## src/rtl/eth_ring_pkg.sv

```systemverilog
// Purpose: Constants and types for the transmit control and receive ring block
// Assumes: Byte-wide host register port, one 125 MHz clock
// Notes: Register address, bit position and reset value list below
package eth_ring_pkg;
	localparam logic [7:0] ADDR_CTRL_LO = 8'h00;
	localparam logic [7:0] ADDR_CTRL_HI = 8'h01;
	localparam logic [7:0] ADDR_CONFIG = 8'h02;
	localparam logic [7:0] ADDR_PENDING = 8'h03;
	localparam logic [7:0] ADDR_START_LO = 8'h04;
	localparam logic [7:0] ADDR_START_HI = 8'h05;
	localparam logic [7:0] ADDR_LEN_LO = 8'h06;
	localparam logic [7:0] ADDR_LEN_HI = 8'h07;
	localparam logic [7:0] ADDR_MAXLEN_LO = 8'h08;
	localparam logic [7:0] ADDR_MAXLEN_HI = 8'h09;
	localparam logic [7:0] ADDR_RING_LO = 8'h0a;
	localparam logic [7:0] ADDR_RING_HI = 8'h0b;
	localparam logic [7:0] ADDR_TAIL_LO = 8'h0c;
	localparam logic [7:0] ADDR_TAIL_HI = 8'h0d;
	localparam logic [7:0] ADDR_HEAD_LO = 8'h0e;
	localparam logic [7:0] ADDR_HEAD_HI = 8'h0f;
	localparam logic [7:0] ADDR_FLAGS_LO = 8'h10;
	localparam logic [7:0] ADDR_FLAGS_HI = 8'h11;
	localparam logic [7:0] ADDR_WIRE_LO = 8'h12;
	localparam logic [7:0] ADDR_WIRE_HI = 8'h13;
	localparam int CTRL_RECV_ENABLE = 0;
	localparam int CTRL_SEND_REQUEST = 1;
	localparam int CTRL_DECREMENT = 0;
	localparam int CFG_FULL_DUPLEX = 0;
	localparam int CFG_AUTO_CHECKSUM = 1;
	localparam int CFG_HUGE_FRAMES = 2;
	localparam int CFG_FLOW_CONTROL = 3;
	localparam int FLAG_LATE = 10;
	localparam int FLAG_RETRY = 9;
	localparam int FLAG_EXCESS = 8;
	localparam int FLAG_WAITED = 7;
	localparam int FLAG_CHECKSUM = 4;
	localparam logic [15:0] MEM_FIRST = 16'h0000;
	localparam logic [15:0] MEM_LAST = 16'h5fff;
	localparam logic [15:0] SEND_LEN_LOCKOUT = 16'h0007;
	localparam logic [7:0] CONFIG_RESET = 8'h02;
	localparam logic [15:0] MAXLEN_RESET = 16'h05ee;
	localparam logic [15:0] RING_RESET = 16'h3000;
	localparam logic [15:0] TAIL_RESET = 16'h5ffe;
	localparam logic [3:0] RETRY_LIMIT_RESET = 4'hf;
	localparam logic [7:0] PENDING_MAX = 8'hff;
	typedef enum {TX_IDLE, TX_RUN, TX_WAIT} tx_state_t;
endpackage

```

## src/rtl/eth_tx_control_rx_ring.sv

```systemverilog
// Purpose: Transmit control, transmit byte FIFO and receive ring pointer logic
// Assumes: Memory read data is valid in the same cycle as the read strobe
// Notes: MAC serialiser events arrive as one-cycle pulses on the same clock
`timescale 1ns/1ns
`default_nettype none
module send_byte_fifo #(
	parameter int WIDTH = 8,
	parameter int DEPTH = 16
) (
	input wire logic sys_clk_i,
	input wire logic reset_n_i,
	input wire logic clear_i,
	input wire logic in_valid_i,
	output logic in_ready_o,
	input wire logic [WIDTH-1:0] in_data_i,
	output logic out_valid_o,
	input wire logic out_ready_i,
	output logic [WIDTH-1:0] out_data_o
);
	localparam int AW = $clog2(DEPTH);
	logic [WIDTH-1:0] store [DEPTH];
	logic [AW:0] wr_ptr, rd_ptr, next_wr_ptr, next_rd_ptr;
	logic push, pop;
	assign in_ready_o = (wr_ptr - rd_ptr) != (AW+1)'(DEPTH);
	assign out_valid_o = wr_ptr != rd_ptr;
	assign out_data_o = store[rd_ptr[AW-1:0]];
	assign push = in_valid_i && in_ready_o;
	assign pop = out_valid_o && out_ready_i;
	always_comb begin
		next_wr_ptr = push ? wr_ptr + 1'b1 : wr_ptr;
		next_rd_ptr = pop ? rd_ptr + 1'b1 : rd_ptr;
		if (clear_i) begin
			next_wr_ptr = '0;
			next_rd_ptr = '0;
		end
	end
	always_ff @(posedge sys_clk_i or negedge reset_n_i) begin
		if (!reset_n_i) begin
			wr_ptr <= '0;
			rd_ptr <= '0;
		end else begin
			wr_ptr <= next_wr_ptr;
			rd_ptr <= next_rd_ptr;
		end
	end
	always_ff @(posedge sys_clk_i) begin
		if (push) begin
			store[wr_ptr[AW-1:0]] <= in_data_i;
		end
	end
endmodule

module eth_tx_control_rx_ring import eth_ring_pkg::*; #(
	parameter int FIFO_DEPTH = 16,
	parameter logic [3:0] RETRY_LIMIT = RETRY_LIMIT_RESET,
	parameter logic [15:0] RING_START_DEFAULT = RING_RESET
) (
	input wire logic sys_clk_i,
	input wire logic reset_n_i,
	input wire logic [7:0] reg_addr_i,
	input wire logic reg_wr_i,
	input wire logic reg_rd_i,
	input wire logic [7:0] reg_wdata_i,
	output logic [7:0] reg_rdata_o,
	output logic mem_rd_en_o,
	output logic [15:0] mem_rd_addr_o,
	input wire logic [7:0] mem_rd_data_i,
	output logic mem_wr_en_o,
	output logic [15:0] mem_wr_addr_o,
	output logic [7:0] mem_wr_data_o,
	output logic tx_valid_o,
	input wire logic tx_ready_i,
	output logic [7:0] tx_data_o,
	output logic tx_last_o,
	output logic tx_crc_append_o,
	output logic jam_o,
	output logic send_done_o,
	output logic send_abort_o,
	input wire logic link_up_i,
	input wire logic pause_hold_i,
	input wire logic wire_byte_i,
	input wire logic mac_done_i,
	input wire logic collision_i,
	input wire logic late_collision_i,
	input wire logic excess_wait_i,
	input wire logic waited_i,
	input wire logic checksum_mismatch_i,
	input wire logic rx_valid_i,
	input wire logic [7:0] rx_data_i,
	input wire logic rx_last_i,
	input wire logic rx_reject_i
);
	tx_state_t tx_state, next_tx_state;
	logic send_request, next_send_request, recv_enable, next_recv_enable;
	logic [7:0] config_bits, next_config_bits, pending_frame_count, next_pending_frame_count;
	logic [15:0] send_start_address, next_send_start_address, send_length, next_send_length;
	logic [15:0] max_frame_length, next_max_frame_length, recv_ring_start, next_recv_ring_start;
	logic [15:0] recv_protect_pointer, next_recv_protect_pointer;
	logic [15:0] recv_write_pointer, next_recv_write_pointer, frame_base, next_frame_base;
	logic [7:0] head_shadow, next_head_shadow, next_reg_rdata;
	logic rx_dropping, next_rx_dropping;
	logic next_mem_wr_en;
	logic [15:0] next_mem_wr_addr;
	logic [7:0] next_mem_wr_data;
	logic [15:0] fetch_addr, next_fetch_addr, fetch_left, next_fetch_left;
	logic [15:0] out_count, next_out_count, work_flags, next_work_flags;
	logic [15:0] wire_work, next_wire_work, send_result_flags, next_send_result_flags;
	logic [15:0] send_wire_count, next_send_wire_count;
	logic [3:0] collision_tally, next_collision_tally;
	logic out_valid, next_out_valid, link_ok, next_link_ok, next_mem_rd_en;
	logic [15:0] next_mem_rd_addr;
	logic [7:0] next_tx_data;
	logic next_tx_last, next_tx_crc, next_tx_valid, next_jam, next_done, next_abort;
	logic fifo_clear, fifo_in_valid, fifo_in_ready, fifo_out_valid, fifo_out_ready;
	logic [7:0] fifo_out_data;
	logic wr_ctrl_lo, out_ready, half_duplex, pass_last, trunc_hit;
	logic [15:0] head_step, head_align;

	assign wr_ctrl_lo = reg_wr_i && reg_addr_i == ADDR_CTRL_LO;
	assign half_duplex = !config_bits[CFG_FULL_DUPLEX];
	assign out_ready = !out_valid || !link_ok || tx_ready_i;
	assign fifo_out_ready = tx_state == TX_RUN && out_ready;
	assign fifo_in_valid = mem_rd_en_o && tx_state == TX_RUN && !fifo_clear;
	assign pass_last = out_count + 16'h0001 == send_length;
	assign trunc_hit = !config_bits[CFG_HUGE_FRAMES] && out_count + 16'h0001 == max_frame_length;

	function automatic logic [15:0] fetch_step(input logic [15:0] a, input logic [15:0] ring);
		if (a >= ring) begin
			fetch_step = (a == MEM_LAST) ? ring : a + 16'h0001;
		end else begin
			fetch_step = (a == ring - 16'h0001) ? MEM_FIRST : a + 16'h0001;
		end
	endfunction

	function automatic logic [15:0] ring_step(input logic [15:0] a, input logic [15:0] ring);
		ring_step = (a == MEM_LAST) ? ring : a + 16'h0001;
	endfunction

	send_byte_fifo #(.WIDTH(8), .DEPTH(FIFO_DEPTH)) u_fifo (
		.sys_clk_i(sys_clk_i),
		.reset_n_i(reset_n_i),
		.clear_i(fifo_clear),
		.in_valid_i(fifo_in_valid),
		.in_ready_o(fifo_in_ready),
		.in_data_i(mem_rd_data_i),
		.out_valid_o(fifo_out_valid),
		.out_ready_i(fifo_out_ready),
		.out_data_o(fifo_out_data)
	);

	// Transmit control
	always_comb begin
		next_tx_state = tx_state;
		next_send_request = send_request;
		next_fetch_addr = fetch_addr;
		next_fetch_left = fetch_left;
		next_out_count = out_count;
		next_work_flags = work_flags;
		next_wire_work = wire_work;
		next_send_result_flags = send_result_flags;
		next_send_wire_count = send_wire_count;
		next_collision_tally = collision_tally;
		next_out_valid = out_valid;
		next_link_ok = link_ok;
		next_mem_rd_en = 1'b0;
		next_mem_rd_addr = mem_rd_addr_o;
		next_tx_data = tx_data_o;
		next_tx_last = tx_last_o;
		next_tx_crc = tx_crc_append_o;
		next_jam = 1'b0;
		next_done = 1'b0;
		next_abort = 1'b0;
		fifo_clear = 1'b0;
		if (wr_ctrl_lo && reg_wdata_i[CTRL_SEND_REQUEST] && send_length > SEND_LEN_LOCKOUT) begin
			next_send_request = 1'b1;
		end
		case (tx_state)
			TX_IDLE: begin
				if (wr_ctrl_lo && !reg_wdata_i[CTRL_SEND_REQUEST]) begin
					next_send_request = 1'b0;
				end
				if (send_request && !(pause_hold_i && config_bits[CFG_FLOW_CONTROL]
						&& config_bits[CFG_FULL_DUPLEX])) begin
					next_tx_state = TX_RUN;
					next_fetch_addr = send_start_address;
					next_fetch_left = send_length;
					next_out_count = '0;
					next_work_flags = '0;
					next_wire_work = '0;
					next_collision_tally = '0;
					next_link_ok = link_up_i;
					fifo_clear = 1'b1;
				end
			end
			default: begin
				if (link_ok && wire_byte_i) begin
					next_wire_work = wire_work + 16'h0001;
				end
				if (waited_i) begin
					next_work_flags[FLAG_WAITED] = 1'b1;
				end
				if (checksum_mismatch_i && !config_bits[CFG_AUTO_CHECKSUM]) begin
					next_work_flags[FLAG_CHECKSUM] = 1'b1;
				end
				if (tx_state == TX_RUN) begin
					if (fetch_left != '0 && !mem_rd_en_o && fifo_in_ready) begin
						next_mem_rd_en = 1'b1;
						next_mem_rd_addr = fetch_addr;
						next_fetch_addr = fetch_step(fetch_addr, recv_ring_start);
						next_fetch_left = fetch_left - 16'h0001;
					end
					if (out_valid && out_ready && tx_last_o) begin
						next_out_valid = 1'b0;
						next_tx_state = TX_WAIT;
					end else if (fifo_out_valid && out_ready) begin
						next_out_valid = 1'b1;
						next_tx_data = fifo_out_data;
						next_out_count = out_count + 16'h0001;
						next_tx_last = pass_last || trunc_hit;
						next_tx_crc = pass_last || !trunc_hit;
						if (trunc_hit && !pass_last) begin
							next_fetch_left = '0;
							next_mem_rd_en = 1'b0;
							fifo_clear = 1'b1;
						end
					end else if (out_valid && out_ready) begin
						next_out_valid = 1'b0;
					end
				end
				if (tx_state == TX_WAIT && (mac_done_i || !link_ok)) begin
					next_tx_state = TX_IDLE;
					next_send_request = 1'b0;
					next_done = 1'b1;
					next_send_result_flags = {work_flags[15:4], collision_tally};
					next_send_wire_count = next_wire_work;
				end
				if (link_ok && half_duplex && (late_collision_i || excess_wait_i
						|| (collision_i && collision_tally == RETRY_LIMIT))) begin
					next_tx_state = TX_IDLE;
					next_send_request = 1'b0;
					next_done = 1'b0;
					next_abort = 1'b1;
					next_out_valid = 1'b0;
					next_mem_rd_en = 1'b0;
					fifo_clear = 1'b1;
					next_send_result_flags = {work_flags[15:11], late_collision_i,
						collision_i && !late_collision_i && !excess_wait_i, excess_wait_i,
						work_flags[7:4], collision_tally};
					next_send_wire_count = next_wire_work;
				end else if (link_ok && half_duplex && collision_i) begin
					next_tx_state = TX_RUN;
					next_collision_tally = collision_tally + 4'h1;
					next_fetch_addr = send_start_address;
					next_fetch_left = send_length;
					next_out_count = '0;
					next_out_valid = 1'b0;
					next_mem_rd_en = 1'b0;
					fifo_clear = 1'b1;
				end
				if (wr_ctrl_lo && !reg_wdata_i[CTRL_SEND_REQUEST]) begin
					next_tx_state = TX_IDLE;
					next_send_request = 1'b0;
					next_jam = link_ok;
					next_done = 1'b0;
					next_abort = 1'b1;
					next_out_valid = 1'b0;
					next_mem_rd_en = 1'b0;
					fifo_clear = 1'b1;
					next_send_result_flags = {work_flags[15:4], collision_tally};
					next_send_wire_count = next_wire_work;
				end
			end
		endcase
		next_tx_valid = next_out_valid && next_link_ok;
	end

	// Host registers and receive ring
	always_comb begin
		next_recv_enable = recv_enable;
		next_config_bits = config_bits;
		next_send_start_address = send_start_address;
		next_send_length = send_length;
		next_max_frame_length = max_frame_length;
		next_recv_ring_start = recv_ring_start;
		next_recv_protect_pointer = recv_protect_pointer;
		next_recv_write_pointer = recv_write_pointer;
		next_frame_base = frame_base;
		next_pending_frame_count = pending_frame_count;
		next_head_shadow = head_shadow;
		next_rx_dropping = rx_dropping;
		next_mem_wr_en = 1'b0;
		next_mem_wr_addr = mem_wr_addr_o;
		next_mem_wr_data = mem_wr_data_o;
		next_reg_rdata = reg_rdata_o;
		head_step = recv_write_pointer;
		head_align = recv_write_pointer;
		if (reg_wr_i) begin
			if (reg_addr_i == ADDR_CTRL_LO) begin
				next_recv_enable = reg_wdata_i[CTRL_RECV_ENABLE];
			end else if (reg_addr_i == ADDR_CONFIG) begin
				next_config_bits = reg_wdata_i;
			end else if (reg_addr_i == ADDR_START_LO) begin
				next_send_start_address[7:0] = reg_wdata_i;
			end else if (reg_addr_i == ADDR_START_HI) begin
				next_send_start_address[15:8] = reg_wdata_i;
			end else if (reg_addr_i == ADDR_LEN_LO) begin
				next_send_length[7:0] = reg_wdata_i;
			end else if (reg_addr_i == ADDR_LEN_HI) begin
				next_send_length[15:8] = reg_wdata_i;
			end else if (reg_addr_i == ADDR_MAXLEN_LO) begin
				next_max_frame_length[7:0] = reg_wdata_i;
			end else if (reg_addr_i == ADDR_MAXLEN_HI) begin
				next_max_frame_length[15:8] = reg_wdata_i;
			end else if (reg_addr_i == ADDR_RING_LO) begin
				next_recv_ring_start[7:0] = {reg_wdata_i[7:1], 1'b0};
			end else if (reg_addr_i == ADDR_RING_HI) begin
				next_recv_ring_start[15:8] = reg_wdata_i;
			end else if (reg_addr_i == ADDR_TAIL_LO) begin
				next_recv_protect_pointer[7:0] = reg_wdata_i;
			end else if (reg_addr_i == ADDR_TAIL_HI) begin
				next_recv_protect_pointer[15:8] = reg_wdata_i;
			end
		end
		if (recv_enable && rx_valid_i) begin
			if (recv_write_pointer == recv_protect_pointer || rx_dropping) begin
				next_rx_dropping = 1'b1;
			end else begin
				next_mem_wr_en = 1'b1;
				next_mem_wr_addr = recv_write_pointer;
				next_mem_wr_data = rx_data_i;
				head_step = ring_step(recv_write_pointer, recv_ring_start);
			end
			head_align = head_step[0] ? ring_step(head_step, recv_ring_start) : head_step;
			next_recv_write_pointer = head_step;
			if (rx_last_i) begin
				if (next_rx_dropping || rx_reject_i || pending_frame_count == PENDING_MAX) begin
					next_recv_write_pointer = frame_base;
				end else begin
					next_recv_write_pointer = head_align;
					next_frame_base = head_align;
					next_pending_frame_count = pending_frame_count + 8'h01;
				end
				next_rx_dropping = 1'b0;
			end
		end
		if (reg_wr_i && reg_addr_i == ADDR_CTRL_HI && reg_wdata_i[CTRL_DECREMENT]
				&& pending_frame_count != '0) begin
			next_pending_frame_count = next_pending_frame_count - 8'h01;
		end
		if (reg_wr_i && (reg_addr_i == ADDR_RING_LO || reg_addr_i == ADDR_RING_HI)) begin
			next_recv_write_pointer = next_recv_ring_start;
			next_frame_base = next_recv_ring_start;
		end
		if (reg_rd_i) begin
			if (reg_addr_i == ADDR_CTRL_LO) begin
				next_reg_rdata = {6'h00, send_request, recv_enable};
			end else if (reg_addr_i == ADDR_CONFIG) begin
				next_reg_rdata = config_bits;
			end else if (reg_addr_i == ADDR_PENDING) begin
				next_reg_rdata = pending_frame_count;
			end else if (reg_addr_i == ADDR_START_LO) begin
				next_reg_rdata = send_start_address[7:0];
			end else if (reg_addr_i == ADDR_START_HI) begin
				next_reg_rdata = send_start_address[15:8];
			end else if (reg_addr_i == ADDR_LEN_LO) begin
				next_reg_rdata = send_length[7:0];
			end else if (reg_addr_i == ADDR_LEN_HI) begin
				next_reg_rdata = send_length[15:8];
			end else if (reg_addr_i == ADDR_MAXLEN_LO) begin
				next_reg_rdata = max_frame_length[7:0];
			end else if (reg_addr_i == ADDR_MAXLEN_HI) begin
				next_reg_rdata = max_frame_length[15:8];
			end else if (reg_addr_i == ADDR_RING_LO) begin
				next_reg_rdata = recv_ring_start[7:0];
			end else if (reg_addr_i == ADDR_RING_HI) begin
				next_reg_rdata = recv_ring_start[15:8];
			end else if (reg_addr_i == ADDR_TAIL_LO) begin
				next_reg_rdata = recv_protect_pointer[7:0];
			end else if (reg_addr_i == ADDR_TAIL_HI) begin
				next_reg_rdata = recv_protect_pointer[15:8];
			end else if (reg_addr_i == ADDR_HEAD_LO) begin
				next_reg_rdata = recv_write_pointer[7:0];
				next_head_shadow = recv_write_pointer[15:8];
			end else if (reg_addr_i == ADDR_HEAD_HI) begin
				next_reg_rdata = head_shadow;
			end else if (reg_addr_i == ADDR_FLAGS_LO) begin
				next_reg_rdata = send_result_flags[7:0];
			end else if (reg_addr_i == ADDR_FLAGS_HI) begin
				next_reg_rdata = send_result_flags[15:8];
			end else if (reg_addr_i == ADDR_WIRE_LO) begin
				next_reg_rdata = send_wire_count[7:0];
			end else if (reg_addr_i == ADDR_WIRE_HI) begin
				next_reg_rdata = send_wire_count[15:8];
			end else begin
				next_reg_rdata = '0;
			end
		end
	end

	always_ff @(posedge sys_clk_i or negedge reset_n_i) begin
		if (!reset_n_i) begin
			tx_state <= TX_IDLE;
			send_request <= 1'b0;
			fetch_addr <= '0;
			fetch_left <= '0;
			out_count <= '0;
			work_flags <= '0;
			wire_work <= '0;
			send_result_flags <= '0;
			send_wire_count <= '0;
			collision_tally <= '0;
			out_valid <= 1'b0;
			link_ok <= 1'b0;
			mem_rd_en_o <= 1'b0;
			mem_rd_addr_o <= '0;
			tx_valid_o <= 1'b0;
			tx_data_o <= '0;
			tx_last_o <= 1'b0;
			tx_crc_append_o <= 1'b0;
			jam_o <= 1'b0;
			send_done_o <= 1'b0;
			send_abort_o <= 1'b0;
			recv_enable <= 1'b0;
			config_bits <= CONFIG_RESET;
			send_start_address <= '0;
			send_length <= '0;
			max_frame_length <= MAXLEN_RESET;
			recv_ring_start <= RING_START_DEFAULT;
			recv_protect_pointer <= TAIL_RESET;
			recv_write_pointer <= RING_START_DEFAULT;
			frame_base <= RING_START_DEFAULT;
			pending_frame_count <= '0;
			head_shadow <= '0;
			rx_dropping <= 1'b0;
			mem_wr_en_o <= 1'b0;
			mem_wr_addr_o <= '0;
			mem_wr_data_o <= '0;
			reg_rdata_o <= '0;
		end else begin
			tx_state <= next_tx_state;
			send_request <= next_send_request;
			fetch_addr <= next_fetch_addr;
			fetch_left <= next_fetch_left;
			out_count <= next_out_count;
			work_flags <= next_work_flags;
			wire_work <= next_wire_work;
			send_result_flags <= next_send_result_flags;
			send_wire_count <= next_send_wire_count;
			collision_tally <= next_collision_tally;
			out_valid <= next_out_valid;
			link_ok <= next_link_ok;
			mem_rd_en_o <= next_mem_rd_en;
			mem_rd_addr_o <= next_mem_rd_addr;
			tx_valid_o <= next_tx_valid;
			tx_data_o <= next_tx_data;
			tx_last_o <= next_tx_last;
			tx_crc_append_o <= next_tx_crc;
			jam_o <= next_jam;
			send_done_o <= next_done;
			send_abort_o <= next_abort;
			recv_enable <= next_recv_enable;
			config_bits <= next_config_bits;
			send_start_address <= next_send_start_address;
			send_length <= next_send_length;
			max_frame_length <= next_max_frame_length;
			recv_ring_start <= next_recv_ring_start;
			recv_protect_pointer <= next_recv_protect_pointer;
			recv_write_pointer <= next_recv_write_pointer;
			frame_base <= next_frame_base;
			pending_frame_count <= next_pending_frame_count;
			head_shadow <= next_head_shadow;
			rx_dropping <= next_rx_dropping;
			mem_wr_en_o <= next_mem_wr_en;
			mem_wr_addr_o <= next_mem_wr_addr;
			mem_wr_data_o <= next_mem_wr_data;
			reg_rdata_o <= next_reg_rdata;
		end
	end
endmodule
`default_nettype wire

```

## config.mk

```make
export PLATFORM = sky130hd
export DESIGN_NAME = eth_tx_control_rx_ring
export DESIGN_NICKNAME = d
export VERILOG_FILES = /design/src/rtl/eth_ring_pkg.sv /design/src/rtl/eth_tx_control_rx_ring.sv
export SDC_FILE = /design/constraint.sdc
export NUM_CORES = 1
export LEC_CHECK = 0
export BUFFER_PORTS_ARGS = -buffer_cell sky130_fd_sc_hd__buf_4
export CAP_MARGIN = 15
export CORE_UTILIZATION = 30
export CTS_CLUSTER_SIZE = 14
export DETAILED_ROUTE_END_ITERATION = 10
export PLACE_DENSITY_LB_ADDON = 0.15
export SLEW_MARGIN = 40
export SYNTH_ARGS = -nofsm -noshare
export SYNTH_HDL_FRONTEND = slang
export SYNTH_SLANG_ARGS = --single-unit
```

## constraint.sdc

```tcl
create_clock -name sys_clk_i -period 6.7 [get_ports sys_clk_i]
set_clock_uncertainty 0.15 [all_clocks]
set_input_delay 1.34 -clock sys_clk_i [delete_from_list [all_inputs] [get_ports sys_clk_i]]
set_output_delay 1.34 -clock sys_clk_i [all_outputs]
set_load 0.005 [all_outputs]
```

==> flow_summary.yaml, run 1 <==
detailed_routing:
  topRoutingLayerUsed: "met4"
  vias: 18200
  postRouteWirelength_um: 81700
  routedWlPerCell_um: 24.5
  ant_nets: 0
  drt-met1-wl_um: 35900
  firstDrtPassIters: 6
  met2_length_um: 39700
  initialDrtViolationCount: 1686
  viasPerCell: 5.46
  wl_met3_um: 3920
  route.detailed.drc: 0
clock_network:
  htreeDepth: 2
  cts_setup_buffers: 0
  clkSlewWorstSetupHoldPaths_ps: 60
  clock_tree.root_cell: "clkbuf_16"
  ctsHoldBuffers: 0
  cts_resized: 0
  clock_latency_ps: 620
  clk_path_buf_depth: 3
  cts_buffers: 52
  cts_sinks: 440
  cts_tree: "done"
place:
  gp_congestion: 0.922
  dp.cells: 3229
  port_buffers: 112
  place_hpwl_um: 58500
layout:
  drive_above_1_share: 0.211
  largest_reg_flops: 128
  final_cell_mix: "dfrtp_1, nand2_1, o21ai_0, buf_4, mux2_2"
  syn_to_final_growth_pct: 15.4
  fin_cells: 3329
  fin_util: 0.352
  ff_latch_area_um2: 11700
  nets: 2329
  multi_input_area_um2: 11500
  fillers: 7736
  layout_commonest_cell: "dfrtp_1"
hold_path:
  min_to: "send_wire_count[7]"
  hold_depth: 2
  hp-class: "reg2reg"
  hp-start: "send_wire_count[7]"
worst_setup_path:
  cp_max_fo: 18
  required_ps: 6780
  reg2reg_depth: 12
  startpoint: "out_count[0]"
  criticalPathCategory: "reg2reg"
  start_kind: "register"
  endpoint_kind: "register"
  r2r-end: "u_fifo.store[1][7]"
  reg2reg_slack_ps: 1700
  r2r-start: "out_count[0]"
  arrival_ps: 5090
die:
  ios: 113
  dieArea_um2: 80400
  num_rows: 102
  fp.coreArea_um2: 78000
  die_h_um: 284
  die_x_um: 284
  start_util: 0.305
yosys:
  synth_seq_cells: 440
  ys_warn_count: 0
  synth_edf_count: 128
  synth_top_family_by_area: "simple AND/OR/NAND/NOR gates"
  synth.distinct_cells: 89
  synth_nets: 2265
  synth-simple-area-share: 0.145
  avgSynthCellArea_um2: 10.9
  synthFlopType: "dfrtp_1"
  ys_async_sr_fraction: 0.709
  synth_fa_ha_area_frac: 0.0189
  syn_area_um2: 23800
  syn_inst: 2180
  yosysSeqAreaShare: 0.491
  muxShareOfSynthArea: 0.119
  synth_compound_area_frac: 0.127
  synthXorXnorAreaFrac: 0.0665
outcome:
  status: "complete, no violations"
power:
  peakVddDrop_mv: 0.178
  p_leak_nw: 11.1
  power_per_cell_area_nw_per_um2: 313
sta:
  period_needed_ps: 5000
  report.final.slew_viol_count: 0
  setup_viol: 0
  relSlewSlack: 0.449
  hold_viol: 0
  tightest_slew_ps: 827
  rsz0062_at_grt: "no"
  timing.final.crit_share: 0.747
  clock.fmax_ghz: 0.200
  holdWs_ps: 329
  fin_tns_setup_ps: 0
global_route:
  grt_max_degree: 140
  grt.overflow.total: 0
  grtUsageTotal: 0.201
  antenna_found_initial: 1
  grt_pass1_vias: 18200
  grt_first_pass_wirelength_um: 123000
run:
  drv_cap: 0
[metrics by stage]
| step | worst slack [ps] | power [mW] | cell area [um^2] |
|---|---|---|---|
| after floorplan | 2400 | 4.88 | 23800 |
| after global placement | 1680 | 5.83 | 25600 |
| after detailed placement | 1440 | 5.88 | 25700 |
| after CTS | 1530 | 8.68 | 27400 |
| after global routing | 1320 | 9.04 | 27400 |
| final | 1700 | 8.59 | 27500 |
[synth_stat cells (19+ instances only)]
cell      number  area, um^2
o21ai_0      162         811
mux2i_1       31         310
nor3_1        43         215
a22oi_1       35         263
or3_1         19         119
nand4_1       35         219
clkbuf_1      95         357
a21oi_1       74         370
mux4_2        45        1010
dfstp_2       28         736
nand3_1       59         295
ha_1          36         450
inv_1         52         195
nor2_1       138         518
a31oi_1       21         131
xnor2_1       79         692
and3_1        38         238
mux2_2       134        1510
nand2_1      242         908
edfxtp_1     128        3840
dfrtp_1      284        7110
xor2_1        45         394
[kinds of logic (layout without fill, tap and decap cells)]
logic type | after synthesis | count (layout)
simple gates | 694 | 694
compound gates | 466 | 466
buf+inv | 186 | 294
fa+ha+maj | 36 | 36
flops | 440 | 440
mux | 210 | 210
other cells | 0 | 1
xor+xnor | 148 | 148
[per-layer routing]
metal,vias up,GRT usage
li1,8232,-
met3,110,0.0271
met2,548,0.335
met1,9275,0.271
met4,0,0.0569
met5,-,0
[worst max-delay path: stages (launching register included)]
cell and delay, ps:
dfrtp_1 480, ha_1 320, nand4_1 440, nor4_1 630, xor2_1 170, xnor2_1 230
nand4_1 120, nor4b_1 380, nand4bb_1 200, a21oi_1 80, o21a_1 450, buf_4 340
nor2_1 620
[where the power goes]
| part | internal, mW | total, mW | leakage (nW) | switching (mW) |
|---|---|---|---|---|
| logic | 0.901 | 2.28 | 5.08 | 1.38 |
| registers | 3.09 | 3.55 | 5.24 | 0.461 |
| clock network | 1.55 | 2.76 | 0.807 | 1.21 |
| total | 5.54 | 8.59 | 11.1 | 3.05 |
[final cells by class]
class                      instances  area share
clock buffer                      71      0.0537
clock inverter                    27     0.00665
multi-input combinational       1554       0.418
antenna                            1   0.0000912
tap                             1040      0.0474
sequential                       440       0.426
inverter                          54     0.00738
timing repair buffer             142      0.0415
[how the worst max path moves through the flow]
| stage | endpoint | slack, ps | depth (start not counted) |
|---|---|---|---|
| after floorplan | u_fifo.store[7][0] | 2400 | 12 |
| after global placement | u_fifo.store[4][3] | 1680 | 9 |
| after detailed placement | u_fifo.store[7][3] | 1440 | 9 |
| after CTS | u_fifo.store[7][4] | 1530 | 12 |
| after global routing | u_fifo.store[1][4] | 1320 | 12 |
| final | u_fifo.store[1][7] | 1700 | 12 |
(Power assumes the default switching activity.)
==> inputs of run 2 (changes only) <==
Settings changed: ABC_AREA from default to 1.
Clock period 6.7 ns to 4.76 ns, I/O delays scaled along.
==> run 2 against run 1 <==
Against the previous run: the flow now finishes with violations (design-rule violations); largest cell class unchanged; routed wire length increased by 8.6%; core utilization decreased by 0.15 points; sequential power increased by 50%; via count increased by 20%; first-iteration DRC count decreased by 3.9%; critical path depth increased by 6; flip-flop and latch count unchanged; clock power increased by 50%; clock-buffer cell count decreased by 6; global-route usage increased by 1.0 points; register-to-register slack got worse by 730 ps; critical endpoint is now u_fifo.store[7][7].
==> flow_summary.yaml, run 2 <==
power:
  peakVddDrop_mv: 0.282
  power_per_cell_area_nw_per_um2: 493
  p_leak_nw: 12.9
layout:
  drive_above_1_share: 0.120
  multi_input_area_um2: 11400
  fillers: 8733
  largest_reg_flops: 128
  ff_latch_area_um2: 11700
  stdcell_area_um2: 28700
  layout_commonest_cell: "nand2_1"
  nets: 3325
  n_antenna_cell: 0
  final_cell_mix: "nand2_1, inv_1, nor2_1, dfrtp_1, o21ai_0"
  syn_to_final_growth_pct: 15.8
detailed_routing:
  postRouteWirelength_um: 88700
  routedWlPerCell_um: 20.4
  topRoutingLayerUsed: "met4"
  vias: 21700
  firstDrtPassIters: 10
  ant_nets: 0
  met2_length_um: 42500
  initialDrtViolationCount: 1620
  route.detailed.drc: 2
  wl_met3_um: 3710
  viasPerCell: 4.99
  drt-met1-wl_um: 39900
worst_setup_path:
  cp_max_fo: 9
  start_kind: "register"
  cp_common_cell: "nor2_1"
  arrival_ps: 3900
  r2r-start: "out_count[1]"
  worst-path-buf-inv: 1
  startpoint: "out_count[1]"
  path_cells: "ha_1 > nand3_1 > nor2_1 > nand2_1 > nor2_1 > xor2_1 > buf_4 > nand2_1 > nand2_1 > nor2_1 > nand3_1 > nor2_1 > nand2_1 > nand4_2 > nand2_4 > nand2_4 > nand3_2 > nor2_1"
  required_ps: 4870
  crit_path_top_delay_cell: "nor2_1"
  criticalPathCategory: "reg2reg"
  cp_top_family: "simple AND/OR/NAND/NOR gates"
  max_stage_delay_ps: 650
  endpoint_kind: "register"
die:
  start_util: 0.303
  fp.coreArea_um2: 82000
  num_rows: 105
  ios: 113
  die_h_um: 290
  die_x_um: 290
  dieArea_um2: 83800
clock_network:
  clock_tree.root_cell: "clkbuf_16"
  ctsHoldBuffers: 0
  clock_latency_ps: 630
  cts_resized: 0
  cts_setup_buffers: 0
  clkSlewWorstSetupHoldPaths_ps: 60
  cts_buffers: 53
  htreeDepth: 2
  clk_path_buf_depth: 3
  cts_sinks: 440
  cts_tree: "done"
place:
  place_hpwl_um: 65100
  port_buffers: 112
  detailed_place.area_um2: 26900
  gp_congestion: 0.901
outcome:
  violations: "design-rule violations"
  status: "finished with violations"
yosys:
  synth_edf_count: 128
  synth_top_cell_by_area: "dfrtp_1"
  synthTopCellsByCount: "nand2_1, inv_1, nor2_1, dfrtp_1, o21ai_0"
  synth_seq_cells: 440
  ys_async_sr_fraction: 0.709
  synthFlopType: "dfrtp_1"
  syn_area_um2: 24800
  avgSynthCellArea_um2: 7.92
  netlist.area_leader.share: 0.286
  synth.distinct_cells: 55
  ys_warn_count: 0
  synth_most_common_cell: "nand2_1"
  ys_top_cells_by_area: "dfrtp_1, edfxtp_1, nand2_1, o21ai_0, inv_1"
  synth_nets: 3219
  yosysSeqAreaShare: 0.471
  syn_inst: 3134
sta:
  rsz0062_at_grt: "no"
  tightest_slew_ps: 811
  report.final.slew_viol_count: 0
  timing.final.crit_share: 0.796
  setup_viol: 0
  period_needed_ps: 3790
  fin_tns_setup_ps: 0
  relSlewSlack: 0.457
  hold_viol: 0
  clock.fmax_ghz: 0.264
global_route:
  grtUsageTotal: 0.211
  antenna_found_initial: 0
  grt.overflow.total: 0
  grt_pass1_vias: 20900
  grt_max_degree: 68
  grt_first_pass_wirelength_um: 134000
hold_path:
  hp-class: "in2async"
run:
  drv_cap: 0
run 2: cell types whose count changed in the layout (fill, tap and decap cells not counted), moves of 25 or more:
cell | before | now
nand2_1 | 241 | 853
inv_1 | 52 | 328
nor2_1 | 133 | 292
mux2_2 | 134 | 12
nand3_1 | 59 | 180
o21ai_0 | 162 | 273
xnor2_1 | 79 | 22
mux4_2 | 45 | 0
and3_1 | 38 | 4
o221ai_1 | 6 | 39
xor2_1 | 45 | 78
o21a_1 | 3 | 33
mux2i_1 | 31 | 6
run 2: cell type report:
cell class | count | share of cell area
Timing Repair Buffer | 155 | 0.0431
Sequential cell | 440 | 0.407
Multi-Input combinational cell | 2235 | 0.395
Clock buffer | 65 | 0.0506
Inverter | 355 | 0.0464
Clock inverter | 35 | 0.0113
Tap cell | 1070 | 0.0466
run 2: final timing paths:
check,to,slack [ps],cells after the start
setup / recovery,u_fifo.store[7][7],970,18
hold / removal,frame_base[2],140,2
setup reg to reg,u_fifo.store[7][7],970,18
hold reg to reg,send_start_address[8],340,2
max in group asynchronous,u_fifo.rd_ptr[0],3020,4
min in group sys_clk_i,send_start_address[8],340,2
run 2: logic make-up after synthesis:
family                     share of synthesized area
buffers and inverters                         0.0720
xor gates and xnor gates                      0.0353
muxes                                        0.00787
DFF                                            0.471
and+or+nand+nor                                0.265
adders and majority gates                     0.0182
AOI/OAI and AO/OA                              0.131
run 2: metal layers:
layer	GRT usage	up-vias
met5	0	-
met4	0.0616	0
met3	0.0254	118
met2	0.351	508
met1	0.287	10500
li1	-	10600
run 2: worst reg2reg max path: stages (launching register included):
cell and delay (ps):
dfrtp_1 380, ha_1 190, nand3_1 130, nor2_1 190, nand2_1 120, nor2_1 130
xor2_1 100, buf_4 160, nand2_1 70, nand2_1 50, nor2_1 100, nand3_1 80
nor2_1 160, nand2_1 140, nand4_2 210, nand2_4 120, nand2_4 140, nand3_2 140
nor2_1 650
run 2: per-stage QoR:
stage          utilization  std cells  worst slack [ps]  hold slack (ps)  power [mW]
5_1_grt              0.351       4355               608              166        15.1
3_3_place_gp         0.328       4252               678              319        10.1
3_5_place_dp         0.329       4254               631              321        10.1
6_report             0.351       4355               972              144        14.2
2_1_floorplan            -       3134              1570              303        8.21
4_1_cts              0.350       4354               924              149        14.3
run 2: report_power, final:
part / internal (mW) / switching, mW / leakage (nW)
Clock: 2.36 / 1.78 / 0.891
Sequential: 4.56 / 0.771 / 5.06
Combinational: 1.68 / 3.04 / 6.91
Total: 8.59 / 5.59 / 12.9
==> inputs of run 3 (changes only) <==
Settings changed: ABC_AREA 1 to 0.
Clock period 4.76 ns to 3.1 ns, I/O delays scaled along.
==> run 3 against run 2 <==
Against the previous run: the run ends with negative setup slack left; critical path depth is 1 lower; core utilization up 6.7 points; register-to-register slack worse by 1500 ps; hold slack lost 71 ps; combinational power rose by 56%; via count down 7.9%; power increased by 53%; maximum frequency is 3.5% higher; flip-flop and latch count stayed put; final area rose by 13%; routed wire length up 0.60%; critical path type unchanged; largest power group is now combinational cells.
==> flow_summary.yaml, run 3 (same netlist as run 1, synthesis figures left out) <==
global_route:
  grt_pass1_vias: 20300
  grt.overflow.total: 0
  antenna_found_initial: 1
  grtUsageTotal: 0.219
  grt_max_degree: 71
  grt_first_pass_wirelength_um: 133000
power:
  p_leak_nw: 14.2
  seq_power_share: 0.338
  peakVddDrop_mv: 0.451
  p_sw_mw: 7.36
  power_frac_comb: 0.340
  p_int_mw: 14.3
  power_per_cell_area_nw_per_um2: 664
  switching_share: 0.340
  p_clk_frac: 0.322
sta:
  fin_tns_setup_ps: -77290
  period_needed_ps: 3660
  clock.fmax_ghz: 0.273
  timing.final.crit_share: 1.18
  holdWs_ps: 73.1
  rsz0062_at_grt: "yes"
  report.final.slew_viol_count: 0
  setup_slack_ps: -561
  hold_viol: 0
  tightest_slew_ps: 728
  relSlewSlack: 0.513
  setup_viol: 216
layout:
  fin_cells: 3817
  nets: 2815
  layout_commonest_cell: "buf_4"
  stdcell_area_um2: 32600
  multi_input_area_um2: 12300
  ff_latch_area_um2: 11700
  fin_util: 0.418
  largest_reg_flops: 128
  fillers: 7491
  drive_above_1_share: 0.390
  syn_to_final_growth_pct: 37.0
  final_cell_mix: "buf_4, dfrtp_1, nand2_1, o21ai_0, mux2_2"
place:
  gp_congestion: 0.947
  dp.cells: 3675
  place_hpwl_um: 66900
  port_buffers: 112
  detailed_place.area_um2: 29600
die:
  die_h_um: 284
  fp.coreArea_um2: 78000
  ios: 113
  start_util: 0.305
  die_x_um: 284
  dieArea_um2: 80400
  num_rows: 102
clock_network:
  clk_path_buf_depth: 3
  clock_tree.root_cell: "clkbuf_16"
  cts_sinks: 440
  htreeDepth: 2
  cts_buffers: 52
  clock_latency_ps: 640
  clkSlewWorstSetupHoldPaths_ps: 60
  cts_tree: "done"
worst_setup_path:
  r2r-end: "recv_write_pointer[9]"
  start_kind: "register"
  cp_max_fo: 6
  r2r-start: "recv_write_pointer[0]"
  criticalPathCategory: "reg2reg"
  endpoint_kind: "register"
  required_ps: 3440
  reg2reg_slack_ps: -560
  arrival_ps: 4000
  reg2reg_depth: 17
run:
  drv_cap: 0
hold_path:
  min_to: "work_flags[7]"
  hold_depth: 2
  hp-start: "waited_i"
  hp-class: "in2reg"
detailed_routing:
  route.detailed.drc: 0
  vias: 20000
  firstDrtPassIters: 10
  viasPerCell: 5.25
  postRouteWirelength_um: 89200
  routedWlPerCell_um: 23.4
  initialDrtViolationCount: 1569
  ant_nets: 0
outcome:
  violations: "negative setup slack"
  status: "finished with violations"
==> run 3: changes by cell type in the layout (fill, tap and decap cells not counted), moves of 55 or more <==
cell	change
buf_4	+416
mux2_2	+122
nor2_1	-166
o21ai_0	-130
nand2_1	-622
inv_1	-277
xnor2_1	+55
nand3_1	-130
==> run 3: cell type report <==
type | count | share of cell area
multi-input cells | 1554 | 0.376
clock buffers | 58 | 0.0418
diodes | 3 | 0.000230
inverters | 54 | 0.00630
flip-flops and latches | 440 | 0.359
clock inverters | 40 | 0.0181
repair buffers | 628 | 0.159
well taps | 1040 | 0.0399
==> run 3: critical path, cell delays in order (launching register included) <==
cell	delay, ps
dfrtp_1	430
buf_6	150
xnor2_4	160
nand4_2	130
buf_6	150
o41ai_4	350
buf_6	190
buf_12	120
nand2_2	40
o21ai_1	70
buf_4	140
ha_4	120
and2_4	160
nand4_4	160
or3_4	480
mux2i_2	210
o21ai_2	110
a211o_1	230
==> run 3: power by group through the flow <==
| stage | sequential [mW] | combinational [mW] | clock (mW) |
|---|---|---|---|
| 2_1_floorplan | 7.22 | 3.76 | 0 |
| 3_3_place_gp | 7.41 | 6.82 | 0 |
| 3_5_place_dp | 7.43 | 6.85 | 0 |
| 4_1_cts | 7.32 | 7.28 | 7.14 |
| 5_1_grt | 7.40 | 7.95 | 7.36 |
| 6_report | 7.32 | 7.37 | 6.96 |
==> run 3: timing repair <==
| item | in CTS | in global routing |
|---|---|---|
| setup endpoints to repair | 224 | 222 |
| hold buffers | 1 | 0 |
| hold endpoints to repair | 49 | 0 |
| setup buffers | 32 | 9 |
| resized for setup | 104 | 42 |
| pin swaps | 52 | 37 |
==> run 3: worst max-delay path by stage <==
| stage | start | end | slack (ps) | depth (start not counted) |
|---|---|---|---|---|
| after floorplan | recv_write_pointer[12] | recv_write_pointer[9] | -570 | 17 |
| after global placement | recv_write_pointer[4] | recv_write_pointer[15] | -700 | 14 |
| after detailed placement | recv_write_pointer[4] | recv_write_pointer[15] | -730 | 14 |
| after CTS | recv_write_pointer[0] | frame_base[1] | -520 | 18 |
| after global routing | out_count[1] | u_fifo.store[4][2] | -700 | 13 |
| final | recv_write_pointer[0] | recv_write_pointer[9] | -560 | 17 |
==> run 3: per-layer routing <==
metal	wire (um)	share of wire	GRT usage
met5	13	0.00015	0
met3	4060	0.045	0.0303
met2	43700	0.49	0.369
met1	38100	0.43	0.284
met4	3360	0.038	0.0853
==> run 3: through the flow <==
step | power [mW] | setup slack [ps]
after floorplan | 11.0 | -570
after global placement | 14.2 | -701
after detailed placement | 14.3 | -733
after CTS | 21.7 | -521
after global routing | 22.7 | -703
final | 21.6 | -561
